## config.mk

```make
export PLATFORM = sky130hd
export DESIGN_NAME = bsec_core
export DESIGN_NICKNAME = d
export VERILOG_FILES = /design/src/bsec_pkg.sv /design/src/bsec_core.sv
export SDC_FILE = /design/constraint.sdc
export NUM_CORES = 2
export LEC_CHECK = 0
export BUFFER_PORTS_ARGS = -buffer_cell sky130_fd_sc_hd__buf_2
export CAP_MARGIN = 20
export CORE_MARGIN = 2
export CORE_UTILIZATION = 55
export DETAILED_ROUTE_END_ITERATION = 10
export GPL_TIMING_DRIVEN = 1
export PLACE_DENSITY = 0.72
export SLEW_MARGIN = 5
export SYNTH_ARGS = -nofsm -noshare
export SYNTH_HDL_FRONTEND = slang
export SYNTH_SLANG_ARGS = --single-unit
```

## constraint.sdc

```tcl
create_clock -name clock_i -period 3.3 [get_ports clock_i]
set_input_delay 0.66 -clock clock_i [delete_from_list [all_inputs] [get_ports clock_i]]
set_output_delay 0.66 -clock clock_i [all_outputs]
set_load 0.02 [all_outputs]
```

## src/bsec_pkg.sv

```systemverilog
// bsec_pkg: constants and types for the boot, security and system register block.
// assumes one 250 MHz clock; pin inputs are synchronised inside the block.
package bsec_pkg;

	localparam int          CLK_MHZ        = 250;
	localparam logic [15:0] ROM_BASE       = 16'h8000;
	localparam logic [15:0] APP_ENTRY      = 16'h0000;
	localparam logic [15:0] PW_FIRST       = 16'h0010;
	localparam logic [15:0] PW_LAST        = 16'h001F;
	localparam int          PW_WORDS       = 16;
	localparam logic [15:0] WORD_ONES      = 16'hFFFF;

	// module specifiers
	localparam logic [3:0] MOD_AP  = 4'h8;
	localparam logic [3:0] MOD_A   = 4'h9;
	localparam logic [3:0] MOD_PFX = 4'hB;
	localparam logic [3:0] MOD_IP  = 4'hC;
	localparam logic [3:0] MOD_SP  = 4'hD;
	localparam logic [3:0] MOD_DPC = 4'hE;
	localparam logic [3:0] MOD_DP  = 4'hF;

	// indices in the accumulator control module
	localparam logic [3:0] IX_AP   = 4'h0;
	localparam logic [3:0] IX_APC  = 4'h1;
	localparam logic [3:0] IX_PSF  = 4'h4;
	localparam logic [3:0] IX_IC   = 4'h5;
	localparam logic [3:0] IX_IMR  = 4'h6;
	localparam logic [3:0] IX_SC   = 4'h8;
	localparam logic [3:0] IX_IIR  = 4'hB;
	localparam logic [3:0] IX_CLOCK_CONTROL = 4'hE;
	localparam logic [3:0] IX_WATCHDOG_CONTROL = 4'hF;
	// other modules
	localparam logic [3:0] IX_IP   = 4'h0;
	localparam logic [3:0] IX_SP   = 4'h1;
	localparam logic [3:0] IX_IV   = 4'h2;
	localparam logic [3:0] IX_LC0  = 4'h6;
	localparam logic [3:0] IX_LC1  = 4'h7;
	localparam logic [3:0] IX_FRAME_INDEX_DISPLACEMENT = 4'h3;
	localparam logic [3:0] IX_DPC  = 4'h4;
	localparam logic [3:0] IX_GR   = 4'h5;
	localparam logic [3:0] IX_GRL  = 4'h6;
	localparam logic [3:0] IX_BP   = 4'h7;
	localparam logic [3:0] IX_GRS  = 4'h8;
	localparam logic [3:0] IX_GRH  = 4'h9;
	localparam logic [3:0] IX_GENERAL_REGISTER_SIGN_EXTENDED_LOW = 4'hA;
	localparam logic [3:0] IX_FP   = 4'hB;
	localparam logic [3:0] IX_DP0  = 4'h3;
	localparam logic [3:0] IX_DP1  = 4'h7;
	localparam int         PFX_CNT = 8;

	// reset values
	localparam logic [7:0]  PSF_RST  = 8'h80;
	localparam logic [7:0]  SC_RST   = 8'h80;
	localparam logic [15:0] SP_RST   = 16'h000F;
	localparam logic [7:0]  BYTE_RST = 8'h00;
	localparam logic [15:0] WORD_RST = 16'h0000;

	// write masks of the partly writable registers
	localparam logic [7:0] AP_WMASK   = 8'h0F;
	localparam logic [7:0] APC_WMASK  = 8'hC7;
	localparam logic [7:0] PSF_WMASK  = 8'h18;
	localparam logic [7:0] IC_WMASK   = 8'h23;
	localparam logic [7:0] IMR_WMASK  = 8'hBF;
	localparam logic [7:0] SC_WMASK   = 8'hBC;
	localparam logic [7:0] CLOCK_CONTROL_WMASK = 8'h18;
	localparam logic [7:0] WATCHDOG_CONTROL_WMASK = 8'h3F;

	// control bit positions
	localparam int SC_PWL_BIT     = 1;
	localparam int SC_SPE_BIT     = 6;
	localparam int CK_WAITXT_BIT  = 3;
	localparam int CK_STOP_BIT    = 4;

	typedef enum logic [1:0] {
		BSEC_RUN,
		BSEC_STOP,
		BSEC_WARM
	} bsec_mode_t;

	typedef enum logic [2:0] {
		BSEC_OP_LOAD,
		BSEC_OP_DUMP,
		BSEC_OP_CRC,
		BSEC_OP_VERIFY,
		BSEC_OP_ERASE
	} bsec_op_t;

	typedef struct packed {
		logic        rd;
		logic        wr;
		logic [7:0]  addr;
		logic [15:0] wdata;
	} bsec_sreq_t;

	typedef struct packed {
		logic osc_en;
		logic rc_en;
		logic clk_run;
		logic on_rc;
	} bsec_clk_t;

endpackage : bsec_pkg
```

## src/bsec_core.sv

```systemverilog
// bsec_core: boot selection, password lock, loader gating, stop mode and system registers.
// assumes flash, rom and tap logic run on clock_i; reset and interrupt pins are asynchronous.
`timescale 1ns/1ps

// Operation
// - every reset starts fetch in utility rom; rom then picks 0000h or a routine
// - unlock password is the sixteen program words at 0010h to 001Fh
// - lock bit one, its power-on value, blocks rom, debug and programming except erase until matched
// - lock bit zero grants rom debug and programming services with no password
// - mass erase sets every password word to all ones
// - tap is live after any reset; host loads the programming instruction
// - enable bit set over tap during reset runs the loader on reset exit
// - loader may clear enable bit then reset so the application starts
// - loader offers load, dump, crc, verify and erase
// - utility rom routines are callable from application code as subroutines
// - flash may be erased and rewritten while the application runs
// - stop mode halts crystal, rc oscillator, system clock and processing
// - stop exits only on enabled external interrupt or external reset pin
// - on exit an option waits for crystal warmup or runs on rc meanwhile
// - system registers chosen by module specifier and index, modules 8h to Fh except Ah
// - fully read-only registers ignore writes to every bit
// - wide registers hold 16 bits, the rest hold a byte
// - register field low four bits are module, upper bits the index
module bsec_core #(
	parameter int WARM_CYC = 1024,
	parameter int EXT_INTS = 8
) (
	input  wire logic                  clock_i,
	input  wire logic                  rst_i,
	input  wire logic                  ext_reset_n_i,
	input  wire logic [EXT_INTS-1:0]   ext_int_i,
	input  wire logic [EXT_INTS-1:0]   ext_int_en_i,
	input  wire logic                  tap_spe_wr_i,
	input  wire logic                  tap_spe_val_i,
	input  wire logic                  pw_try_i,
	input  wire logic [15:0]           pw_try_word_i,
	input  wire logic                  flash_wr_i,
	input  wire logic [15:0]           flash_addr_i,
	input  wire logic [15:0]           flash_data_i,
	input  wire logic                  mass_erase_i,
	input  wire logic                  loader_req_i,
	input  wire bsec_pkg::bsec_op_t    loader_op_i,
	input  wire logic [7:0]            irq_source_i,
	input  wire bsec_pkg::bsec_sreq_t  sreq_i,
	output logic [15:0]                sr_rdata_o,
	output logic                       sr_hit_o,
	output logic                       in_reset_o,
	output logic                       fetch_start_o,
	output logic [15:0]                fetch_addr_o,
	output logic                       loader_mode_o,
	output logic [15:0]                app_entry_o,
	output logic                       debug_grant_o,
	output logic                       loader_op_ok_o,
	output logic                       rom_call_ok_o,
	output logic                       iap_ok_o,
	output bsec_pkg::bsec_clk_t        clk_ctl_o
);
	import bsec_pkg::*;

	typedef struct packed {
		bsec_mode_t             mode;
		logic [15:0]            warm;
		logic                   rst_s1;
		logic                   rst_s2;
		logic                   rst_old;
		logic [EXT_INTS-1:0]    int_s1;
		logic [EXT_INTS-1:0]    int_s2;
		logic                   system_programming_enable;
		logic [PW_WORDS-1:0][15:0] pw;
		logic [4:0]             pw_pos;
		logic                   unlocked;
		logic                   start;
		logic [7:0]             ap;
		logic [7:0]             accumulator_pointer_control;
		logic [7:0]             processor_flags;
		logic [7:0]             ic;
		logic [7:0]             module_interrupt_mask;
		logic [7:0]             sc;
		logic [7:0]             clock_control;
		logic [7:0]             watchdog_control;
		logic [15:0][15:0]      acc;
		logic [PFX_CNT-1:0][15:0] prefix_register;
		logic [15:0]            ip;
		logic [15:0]            sp;
		logic [15:0]            iv;
		logic [15:0]            lc0;
		logic [15:0]            lc1;
		logic [7:0]             frame_index_displacement;
		logic [15:0]            pointer_control;
		logic [15:0]            gr;
		logic [15:0]            bp;
		logic [15:0]            dp0;
		logic [15:0]            dp1;
		logic [15:0]            rdata;
		logic                   hit;
	} bsec_st_t;

	localparam logic [15:0] WARM_LAST = 16'(WARM_CYC - 1);
	localparam logic [4:0]  PW_FULL   = 5'(PW_WORDS);

	bsec_st_t q;
	bsec_st_t d;
	logic     ext_rst;
	logic     granted;
	logic     wake;
	logic [3:0] mod;
	logic [3:0] idx;
	logic [15:0] wd;

	function automatic logic [7:0] merge8(input logic [7:0] old, input logic [15:0] nw,
		input logic [7:0] mask);
		merge8 = (old & ~mask) | (nw[7:0] & mask);
	endfunction : merge8

	function automatic logic [15:0] zx8(input logic [7:0] v);
		zx8 = {8'h00, v};
	endfunction : zx8

	assign ext_rst = ~q.rst_s2;
	assign granted = ~q.sc[SC_PWL_BIT] | q.unlocked;
	assign wake    = ext_rst | (|(q.int_s2 & ext_int_en_i));
	assign mod     = sreq_i.addr[3:0];
	assign idx     = sreq_i.addr[7:4];
	assign wd      = sreq_i.wdata;

	always_comb begin
		d = q;
		d.rst_s1  = ext_reset_n_i;
		d.rst_s2  = q.rst_s1;
		d.rst_old = ext_rst;
		d.int_s1  = ext_int_i;
		d.int_s2  = q.int_s1;
		d.hit     = 1'b0;
		d.rdata   = WORD_RST;
		// a reset release restarts fetch in rom whatever the previous state
		d.start   = q.rst_old & ~ext_rst;

		// shadow of the password words kept in step with flash
		if (mass_erase_i) begin
			for (int i = 0; i < PW_WORDS; i++) begin
				d.pw[i] = WORD_ONES;
			end
		end else if (flash_wr_i && flash_addr_i >= PW_FIRST && flash_addr_i <= PW_LAST) begin
			d.pw[flash_addr_i[3:0]] = flash_data_i;
		end

		// words compared one by one; a miss restarts the sequence
		if (pw_try_i && !q.unlocked) begin
			if (pw_try_word_i == q.pw[q.pw_pos[3:0]]) begin
				d.pw_pos = q.pw_pos + 5'd1;
				d.unlocked = (q.pw_pos + 5'd1) == PW_FULL;
			end else begin
				d.pw_pos = 5'd0;
			end
		end

		if (ext_rst) begin
			// tap stays usable in reset, only here can it set the enable bit
			if (tap_spe_wr_i) begin
				d.system_programming_enable = tap_spe_val_i;
			end
			d.mode     = BSEC_RUN;
			d.warm     = WORD_RST;
			d.unlocked = 1'b0;
			d.pw_pos   = 5'd0;
			d.ap   = BYTE_RST;
			d.accumulator_pointer_control  = BYTE_RST;
			d.processor_flags  = PSF_RST;
			d.ic   = BYTE_RST;
			d.module_interrupt_mask  = BYTE_RST;
			// lock bit survives a non power-on reset
			d.sc   = SC_RST | (q.sc & (8'h01 << SC_PWL_BIT));
			d.clock_control = BYTE_RST;
			d.watchdog_control = BYTE_RST;
			d.ip   = ROM_BASE;
			d.sp   = SP_RST;
			d.iv   = WORD_RST;
			d.frame_index_displacement = BYTE_RST;
			d.pointer_control  = WORD_RST;
		end else begin
			case (q.mode)
				BSEC_RUN: begin
					if (q.clock_control[CK_STOP_BIT]) begin
						d.mode = BSEC_STOP;
					end
				end
				BSEC_STOP: begin
					if (wake) begin
						d.clock_control[CK_STOP_BIT] = 1'b0;
						d.warm = WORD_RST;
						d.mode = BSEC_WARM;
					end
				end
				BSEC_WARM: begin
					d.warm = q.warm + 16'd1;
					if (q.warm == WARM_LAST) begin
						d.mode = BSEC_RUN;
					end
				end
				default: d.mode = BSEC_RUN;
			endcase

			if (sreq_i.rd && q.mode != BSEC_STOP) begin
				d.hit = 1'b1;
				if (mod == MOD_AP) begin
					if      (idx == IX_AP)   d.rdata = zx8(q.ap);
					else if (idx == IX_APC)  d.rdata = zx8(q.accumulator_pointer_control);
					else if (idx == IX_PSF)  d.rdata = zx8(q.processor_flags);
					else if (idx == IX_IC)   d.rdata = zx8(q.ic);
					else if (idx == IX_IMR)  d.rdata = zx8(q.module_interrupt_mask);
					else if (idx == IX_SC)   d.rdata = zx8(q.sc | (8'(q.system_programming_enable) << SC_SPE_BIT));
					else if (idx == IX_IIR)  d.rdata = zx8(irq_source_i);
					else if (idx == IX_CLOCK_CONTROL) d.rdata = zx8(q.clock_control);
					else if (idx == IX_WATCHDOG_CONTROL) d.rdata = zx8(q.watchdog_control);
					else d.hit = 1'b0;
				end else if (mod == MOD_A) begin
					d.rdata = q.acc[idx];
				end else if (mod == MOD_PFX && idx < 4'(PFX_CNT)) begin
					d.rdata = q.prefix_register[idx[2:0]];
				end else if (mod == MOD_IP && idx == IX_IP) begin
					d.rdata = q.ip;
				end else if (mod == MOD_SP) begin
					if      (idx == IX_SP)  d.rdata = q.sp;
					else if (idx == IX_IV)  d.rdata = q.iv;
					else if (idx == IX_LC0) d.rdata = q.lc0;
					else if (idx == IX_LC1) d.rdata = q.lc1;
					else d.hit = 1'b0;
				end else if (mod == MOD_DPC) begin
					if      (idx == IX_FRAME_INDEX_DISPLACEMENT) d.rdata = zx8(q.frame_index_displacement);
					else if (idx == IX_DPC)  d.rdata = q.pointer_control;
					else if (idx == IX_GR)   d.rdata = q.gr;
					else if (idx == IX_GRL)  d.rdata = zx8(q.gr[7:0]);
					else if (idx == IX_BP)   d.rdata = q.bp;
					else if (idx == IX_GRS)  d.rdata = {q.gr[7:0], q.gr[15:8]};
					else if (idx == IX_GRH)  d.rdata = zx8(q.gr[15:8]);
					else if (idx == IX_GENERAL_REGISTER_SIGN_EXTENDED_LOW) d.rdata = {{8{q.gr[7]}}, q.gr[7:0]};
					else if (idx == IX_FP)   d.rdata = q.bp + zx8(q.frame_index_displacement);
					else d.hit = 1'b0;
				end else if (mod == MOD_DP) begin
					if      (idx == IX_DP0) d.rdata = q.dp0;
					else if (idx == IX_DP1) d.rdata = q.dp1;
					else d.hit = 1'b0;
				end else begin
					d.hit = 1'b0;
				end
			end

			// read-only registers (source id, swapped, sign extended, frame) have no write arm
			if (sreq_i.wr && q.mode != BSEC_STOP) begin
				if (mod == MOD_AP) begin
					if      (idx == IX_AP)   d.ap   = merge8(q.ap, wd, AP_WMASK);
					else if (idx == IX_APC)  d.accumulator_pointer_control  = merge8(q.accumulator_pointer_control, wd, APC_WMASK);
					else if (idx == IX_PSF)  d.processor_flags  = merge8(q.processor_flags, wd, PSF_WMASK);
					else if (idx == IX_IC)   d.ic   = merge8(q.ic, wd, IC_WMASK);
					else if (idx == IX_IMR)  d.module_interrupt_mask  = merge8(q.module_interrupt_mask, wd, IMR_WMASK);
					else if (idx == IX_SC) begin
						d.sc = merge8(q.sc, wd, SC_WMASK);
						// software may only drop the lock, and only once granted
						if (!wd[SC_PWL_BIT] && granted) begin
							d.sc[SC_PWL_BIT] = 1'b0;
						end
						if (!wd[SC_SPE_BIT] && q.system_programming_enable) begin
							d.system_programming_enable = 1'b0;
						end
					end
					else if (idx == IX_CLOCK_CONTROL) d.clock_control = merge8(q.clock_control, wd, CLOCK_CONTROL_WMASK);
					else if (idx == IX_WATCHDOG_CONTROL) d.watchdog_control = merge8(q.watchdog_control, wd, WATCHDOG_CONTROL_WMASK);
				end else if (mod == MOD_A) begin
					d.acc[idx] = wd;
				end else if (mod == MOD_PFX && idx < 4'(PFX_CNT)) begin
					d.prefix_register[idx[2:0]] = wd;
				end else if (mod == MOD_IP && idx == IX_IP) begin
					d.ip = wd;
				end else if (mod == MOD_SP) begin
					if      (idx == IX_SP)  d.sp  = wd;
					else if (idx == IX_IV)  d.iv  = wd;
					else if (idx == IX_LC0) d.lc0 = wd;
					else if (idx == IX_LC1) d.lc1 = wd;
				end else if (mod == MOD_DPC) begin
					if      (idx == IX_FRAME_INDEX_DISPLACEMENT) d.frame_index_displacement = wd[7:0];
					else if (idx == IX_DPC)  d.pointer_control = wd;
					else if (idx == IX_GR)   d.gr = wd;
					else if (idx == IX_GRL)  d.gr[7:0] = wd[7:0];
					else if (idx == IX_BP)   d.bp = wd;
					else if (idx == IX_GRH)  d.gr[15:8] = wd[7:0];
				end else if (mod == MOD_DP) begin
					if      (idx == IX_DP0) d.dp0 = wd;
					else if (idx == IX_DP1) d.dp1 = wd;
				end
			end
		end
	end

	always_ff @(posedge clock_i) begin
		if (rst_i) begin
			q <= '0;
			q.mode <= BSEC_RUN;
			q.pw   <= {PW_WORDS{WORD_ONES}};
			q.sc   <= SC_RST | (8'h01 << SC_PWL_BIT);
			q.processor_flags  <= PSF_RST;
			q.sp   <= SP_RST;
			q.ip   <= ROM_BASE;
			q.rst_old <= 1'b1;
		end else begin
			q <= d;
		end
	end

	// outputs
	assign sr_rdata_o     = q.rdata;
	assign sr_hit_o       = q.hit;
	assign in_reset_o     = ext_rst;
	assign fetch_start_o  = q.start;
	assign fetch_addr_o   = ROM_BASE;
	assign loader_mode_o  = q.system_programming_enable;
	assign app_entry_o    = APP_ENTRY;
	assign debug_grant_o  = granted;
	// erase stays open when locked: it wipes the code it would protect
	assign loader_op_ok_o = loader_req_i & q.system_programming_enable & ~ext_rst &
		((loader_op_i == BSEC_OP_ERASE) |
		 (granted & (loader_op_i == BSEC_OP_LOAD || loader_op_i == BSEC_OP_DUMP ||
		  loader_op_i == BSEC_OP_CRC || loader_op_i == BSEC_OP_VERIFY)));
	// application calls into rom need no password
	assign rom_call_ok_o  = ~ext_rst & (q.mode != BSEC_STOP);
	assign iap_ok_o       = ~ext_rst & (q.mode != BSEC_STOP);
	assign clk_ctl_o.osc_en  = q.mode != BSEC_STOP;
	assign clk_ctl_o.rc_en   = q.mode != BSEC_STOP;
	assign clk_ctl_o.clk_run = q.mode == BSEC_RUN ||
		(q.mode == BSEC_WARM && !q.clock_control[CK_WAITXT_BIT]);
	assign clk_ctl_o.on_rc   = q.mode == BSEC_WARM;

endmodule : bsec_core

```

======== Word-level counts from Yosys, hierarchy flattened ========
Index checks and enable logic that the tools add are counted.
operators by class
  add/subtract/negate cells ............... 3
  $lt $le $gt $ge ......................... 10
  equal/unequal tests ..................... 44
  multiplexer cells ....................... 138
  bitwise operators ....................... 37
  reduce and logical (&&, ||, !) cells .... 59
operators with widths
  operator                                 count
  two-way mux 16 bit                       39
  two-way mux 565 bit                      1
  two-way mux 552 bit                      1
  bitwise mux 256 bit                      2
  two-way mux 296 bit                      1
  two-way mux 256 bit                      1
  two-way mux 168 bit                      1
  two-way mux 152 bit                      1
  binary-select mux 16 bit (select 4 bit)  2
  bitwise mux 128 bit                      1
  demux 16 bit (select 4 bit)              2
  two-way mux 128 bit                      1
  two-way mux 32 bit                       4
  two-way mux 8 bit                        16
  two-way mux 48 bit                       2
  two-way mux 13 bit                       7
  two-way mux 88 bit                       1
  two-way mux 64 bit                       1
  two-way mux 56 bit                       1
  == test 4 bit, second input constant     13
  two-way mux 17 bit                       3
  binary-select mux 16 bit (select 3 bit)  1
  demux 16 bit (select 3 bit)              1
  two-way mux 1 bit                        41
  59 further kinds                         147
word-level totals
  register bits after elaboration ......... 934
  word-level logic and storage cells ...... 366

======== Logic depth before layout (Yosys ltp) ========
  depth after elaboration ................. 16
  mapped depth ............................ 12
  mapped depth without buffers ............ 11

======== Worst setup path after synthesis ========
Ideal clock, no wire load.
  path type ............................... input to register
  start ................................... input port sreq_i[20] (netlist name)
  end ..................................... register q (netlist bit sr_rdata_o[6])
  library setup time ...................... 0.127 ns
  arrival ................................. 2.859 ns
  required time ........................... 3.173 ns
  setup slack ............................. 0.314 ns
  stages .................................. 9
  path buffers ............................ 5
  cell sequence ........................... buf_2 > buf_4 > buf_2 > buf_2 > buf_4 > mux4_2 > mux4_2 > a211oi_1 > o31ai_1
between the ends
  word-level cells in the longest chain between the ends .. 16
  elaborated cells between the ends (all ways) .. 52
  classes of those cells .................. order compare: 1; eq/ne: 13; mux: 35; reduce/logical: 3
RTL lines
  element                 line                                source
  start, declared         bsec_core.sv:44                     input wire bsec_pkg::bsec_sreq_t sreq_i,
  == test 4 bit           bsec_core.sv:212, bsec_core.sv:237
  two-way mux 16 bit      bsec_core.sv:237                    else if (idx == IX_FP) d.rdata = q.bp + zx8(q.frame_index_displacement);
  two-way mux 16 bit      bsec_core.sv:236                    else if (idx == IX_GENERAL_REGISTER_SIGN_EXTENDED_LOW) d.rdata = {{8{q.gr[7]}}, q.gr[7:0]};
  two-way mux 16 bit      bsec_core.sv:235                    else if (idx == IX_GRH) d.rdata = zx8(q.gr[15:8]);
  two-way mux 16 bit      bsec_core.sv:234                    else if (idx == IX_GRS) d.rdata = {q.gr[7:0], q.gr[15:8]};
  two-way mux 16 bit      bsec_core.sv:233                    else if (idx == IX_BP) d.rdata = q.bp;
  two-way mux 16 bit      bsec_core.sv:232                    else if (idx == IX_GRL) d.rdata = zx8(q.gr[7:0]);
  two-way mux 16 bit      bsec_core.sv:231                    else if (idx == IX_GR) d.rdata = q.gr;
  two-way mux 16 bit      bsec_core.sv:230                    else if (idx == IX_DPC) d.rdata = q.pointer_control;
  two-way mux 16 bit      bsec_core.sv:229                    if (idx == IX_FRAME_INDEX_DISPLACEMENT) d.rdata = zx8(q.frame_index_displacement);
  two-way mux 17 bit      bsec_core.sv:228                    end else if (mod == MOD_DPC) begin
  two-way mux 17 bit      bsec_core.sv:222                    end else if (mod == MOD_SP) begin
  two-way mux 16 bit      bsec_core.sv:220                    end else if (mod == MOD_IP && idx == IX_IP) begin
  two-way mux 16 bit      bsec_core.sv:218                    end else if (mod == MOD_PFX && idx < 4'(PFX_CNT)) begin
  two-way mux 16 bit      bsec_core.sv:216                    end else if (mod == MOD_A) begin
  two-way mux 17 bit (*)  bsec_core.sv:205                    if (mod == MOD_AP) begin
  end, declared           bsec_core.sv:101                    bsec_st_t q;
Mark *: on every way between the ends. The rest lies on a longest branch, timed or not. The select of a mux whose other input is x is not followed.
A chain may end at the register's enable or synchronous reset.

======== Final worst setup path ========
  start ................................... register q[97] (netlist name)
  end ..................................... register q (netlist bit sr_rdata_o[14])
between the ends
  word-level cells in the longest chain between the ends .. 16
RTL lines
  element                 line
  adder 16 x 8 -> 16 bit  bsec_core.sv:237
  two-way mux 16 bit      bsec_core.sv:237
  two-way mux 16 bit      bsec_core.sv:236
  two-way mux 16 bit      bsec_core.sv:235
  two-way mux 16 bit      bsec_core.sv:234
  two-way mux 16 bit      bsec_core.sv:233
  two-way mux 16 bit      bsec_core.sv:232
  two-way mux 16 bit      bsec_core.sv:231
  two-way mux 16 bit      bsec_core.sv:230
  two-way mux 16 bit      bsec_core.sv:229
  two-way mux 17 bit      bsec_core.sv:228
  two-way mux 17 bit      bsec_core.sv:222
  two-way mux 16 bit      bsec_core.sv:220
  two-way mux 16 bit      bsec_core.sv:218
  two-way mux 16 bit      bsec_core.sv:216
  two-way mux 17 bit      bsec_core.sv:205
Every way passes these cells.

==> impl_metrics.env <==
export IMPL_hold_path_end="d[898]$_SDFF_PP0_"
export IMPL_use_met3_pct=7.13
export IMPL_synth_xor_area_share_pct=0.537
export IMPL_arrival_ps=3600
export IMPL_criticalPathCategory="reg2reg"
export IMPL_skew_ps=44.7
export IMPL_post_cts_buffers=0
export IMPL_die_area_sq_um=76300
export IMPL_hold_buffers=0
export IMPL_grt_usage_pct=35.5
export IMPL_setup_ws_ps=237
export IMPL_slew_viol_final=0
export IMPL_placed_cells=5821
export IMPL_worstHoldStart="ext_int_i[1]"
export IMPL_worstPathMaxFanout=4
export IMPL_drt_iter0_drc=5506
export IMPL_postRouteAntennaNets=0
export IMPL_ys_seq_area_share_pct=44.4
export IMPL_dieWidth_um=276
export IMPL_fill_cells=6191
export IMPL_synth_edff_count=0
export IMPL_yosysWarnings=0
export IMPL_io_buffers=137
export IMPL_top_level_ports=170
export IMPL_crit_reg2reg_launch="q[97]$_SDFFE_PP0P_"
export IMPL_yosysUniqueCellTypes=85
export IMPL_dp_hpwl_um=88800
export IMPL_nets=5078
export IMPL_synth_top_cell_area_share_pct=44.4
export IMPL_synthAdderAreaFrac_pct=0.356
export IMPL_finalCritPeriodShare_pct=92.8
export IMPL_critPathCaptureType="register"
export IMPL_ys_ff_latch=905
export IMPL_synth_area_leaders="dfxtp_1 (44%), nand2_1 (14%), mux4_2 (9.0%)"
export IMPL_grt_pass1_vias=35168
export IMPL_reg2reg_depth=11
export IMPL_critPathLaunch="q[97]$_SDFFE_PP0P_"
export IMPL_status="complete, no violations"
export IMPL_drt_wl_total_um=139000
export IMPL_diodes=0
export IMPL_grt_first_pass_wirelength_um=212000
export IMPL_cts_htree_levels=3
export IMPL_met1_usage_pct=47.7
export IMPL_r2r_setup_slack_ps=240
export IMPL_whs_ps=207
export IMPL_cts_sinks=905
export IMPL_vias=37743
export IMPL_areaGrowthSynthToFinish_pct=12.8
export IMPL_clk_path_buf_depth=3
export IMPL_synth_simple_area_share_pct=23.8
export IMPL_final_cells=5993
export IMPL_min_path_cells=2
export IMPL_gr_total_overflow=0
export IMPL_hold_viol=0
export IMPL_cp_required_ps=3840
export IMPL_placedInstanceArea_sq_um=42700
export IMPL_fin_crit_ps=3060
export IMPL_grt_use_met2_pct=54.0
export IMPL_clkSlewWorstSetupHoldPaths_ps=60
export IMPL_rsz0062_at_grt="false"
export IMPL_hold_class="in2reg"
export IMPL_place_congestion=1.09
export IMPL_dp_slack_ps=132
export IMPL_vias_per_cell=6.30
export IMPL_maxSlewHeadroom_pct=22.6
export IMPL_worst_pin_slew_ps=1160
export IMPL_fp_row_count=99
export IMPL_ys_async_sr_fraction_pct=0
export IMPL_grt_busiest_layer="met2"
export IMPL_wire_per_inst_um=23.3
export IMPL_postLayoutCellArea_sq_um=46000
export IMPL_setup_viol=0
export IMPL_drt_pass1_iterations=10
export IMPL_drive_gt1_share_pct=14.8
export IMPL_clock_latency_ps=680
export IMPL_synth_compound_area_share_pct=12.4
export IMPL_fmax_mhz=327
export IMPL_syn_avg_cell_area_sq_um=8.24
export IMPL_cts_tree="done"
export IMPL_finalSetupTns_ps=0
export IMPL_cts_buffers=93
export IMPL_synth_top_family_by_area="simple AND/OR/NAND/NOR gates"
export IMPL_irDropWorstVdd_uv=420
export IMPL_clock_root_buffer="clkbuf_16"
export IMPL_r2r_end="sr_rdata_o[14]$_SDFF_PP0_"
export IMPL_remaining_drc_errors=0
export IMPL_core_region_area_sq_um=73200
export IMPL_synth_top_flop_cell="dfxtp_1"
export IMPL_drv_cap=0
export IMPL_die_h_um=276
export IMPL_grt_max_degree=214
export IMPL_start_util_pct=55.7
export IMPL_syn_area_sq_um=40800
export IMPL_synthMuxAreaShare_pct=12.8
export IMPL_yosys_area_top_type="dfxtp_1"
export IMPL_start_kind="register"
export IMPL_ctsResizeCount=0
export IMPL_power_density_nw_per_um2=503
export IMPL_synth_cells=4947
export IMPL_antenna_found_initial=0
export IMPL_p_leak_uw=0.0165
[per-stage QoR]
step                      utilization [%]  power (uW)
after floorplan                         -       11900
after global placement               58.4       12300
after detailed placement             58.4       12300
after CTS                            62.8       23100
after global routing                 62.8       23700
final                                62.8       23100
[sequential cells by signal (all words and copies together), names as in the netlist]
register,count
d,9
fetch_start_o,1
loader_mode_o,1
q,877
sr_hit_o,1
sr_rdata_o,16
[worst max-delay path: stages (launching register included)]
cell and delay [ps]:
dfxtp_1 450, ha_1 220, inv_1 50, fa_1 400, nor2b_1 120, o21ai_0 90, a21boi_0 310, o21ai_0 270
a211oi_1 450, mux2i_1 150, o22ai_1 320, a21oi_1 120
[cell usage after synthesis (15+ instances only)]
| cell type | count |
|---|---|
| nor3_1 | 40 |
| clkbuf_1 | 320 |
| buf_4 | 56 |
| nand3_1 | 409 |
| mux2i_1 | 130 |
| nand2_1 | 1548 |
| mux4_2 | 163 |
| nand2b_1 | 16 |
| a31oi_1 | 15 |
| buf_1 | 34 |
| a21oi_1 | 563 |
| nor2_1 | 188 |
| xnor2_1 | 15 |
| nor2b_1 | 31 |
| o21ai_0 | 81 |
| buf_2 | 61 |
| a22oi_1 | 58 |
| inv_1 | 24 |
| dfxtp_1 | 905 |
[power by group]
| part | switching (uW) | internal [uW] | total, uW |
|---|---|---|---|
| sequential | 5.16 | 10900 | 10900 |
| combinational | 846 | 282 | 1130 |
| clock | 4660 | 6400 | 11100 |
[worst max-delay path by stage]
stage	end	slack, ps	depth (start not counted)
detailed placement	q[87]$_SDFFE_PP0P_	130	9
global route	sr_rdata_o[8]$_SDFF_PP0_	100	11
floorplan	sr_rdata_o[6]$_SDFF_PP0_	310	9
finish	sr_rdata_o[14]$_SDFF_PP0_	240	11
global placement	sr_rdata_o[13]$_SDFF_PP0_	140	8
CTS	sr_rdata_o[8]$_SDFF_PP0_	340	11
[layout by cell type, fill, tap and decap left out, types with 15 or more instances in the layout]
master        n
nand2_1    1548
dfxtp_1     901
a21oi_1     563
nand3_1     409
buf_4       205
nor2_1      184
mux4_2      163
buf_2       134
mux2i_1     130
clkbuf_16    94
o21ai_0      81
a22oi_1      58
conb_1       32
nor2b_1      30
nor3_1       28
clkbuf_8     26
buf_12       24
inv_1        23
clkinv_2     21
nand2b_1     16
a31oi_1      15
xnor2_1      15
[layout make-up]
type	count	area, sq um	area share (%)
clock inverter	39	509	1.11
timing repair buffer	366	2730	5.93
inverter	28	108	0.234
tap	959	1200	2.61
sequential	905	18100	39.4
multi-input combinational	3563	20600	44.7
clock buffer	133	2750	5.98
[metal layers]
metal,vias up,routed length (um)
met2,2370,61600
met5,-,0
met1,18003,54000
li1,16886,-
met3,484,15500
met4,0,8320
[cell families after synthesis]
logic type / Yosys count
AND/OR/NAND/NOR: 2317
flip-flops: 905
AO/OA/AOI/OAI: 872
buffers and inverters: 509
multiplexers: 306
XOR/XNOR: 25
adder cells (fa/ha/maj): 11
other: 2
Note: power is estimated with default switching activity, not from simulation.
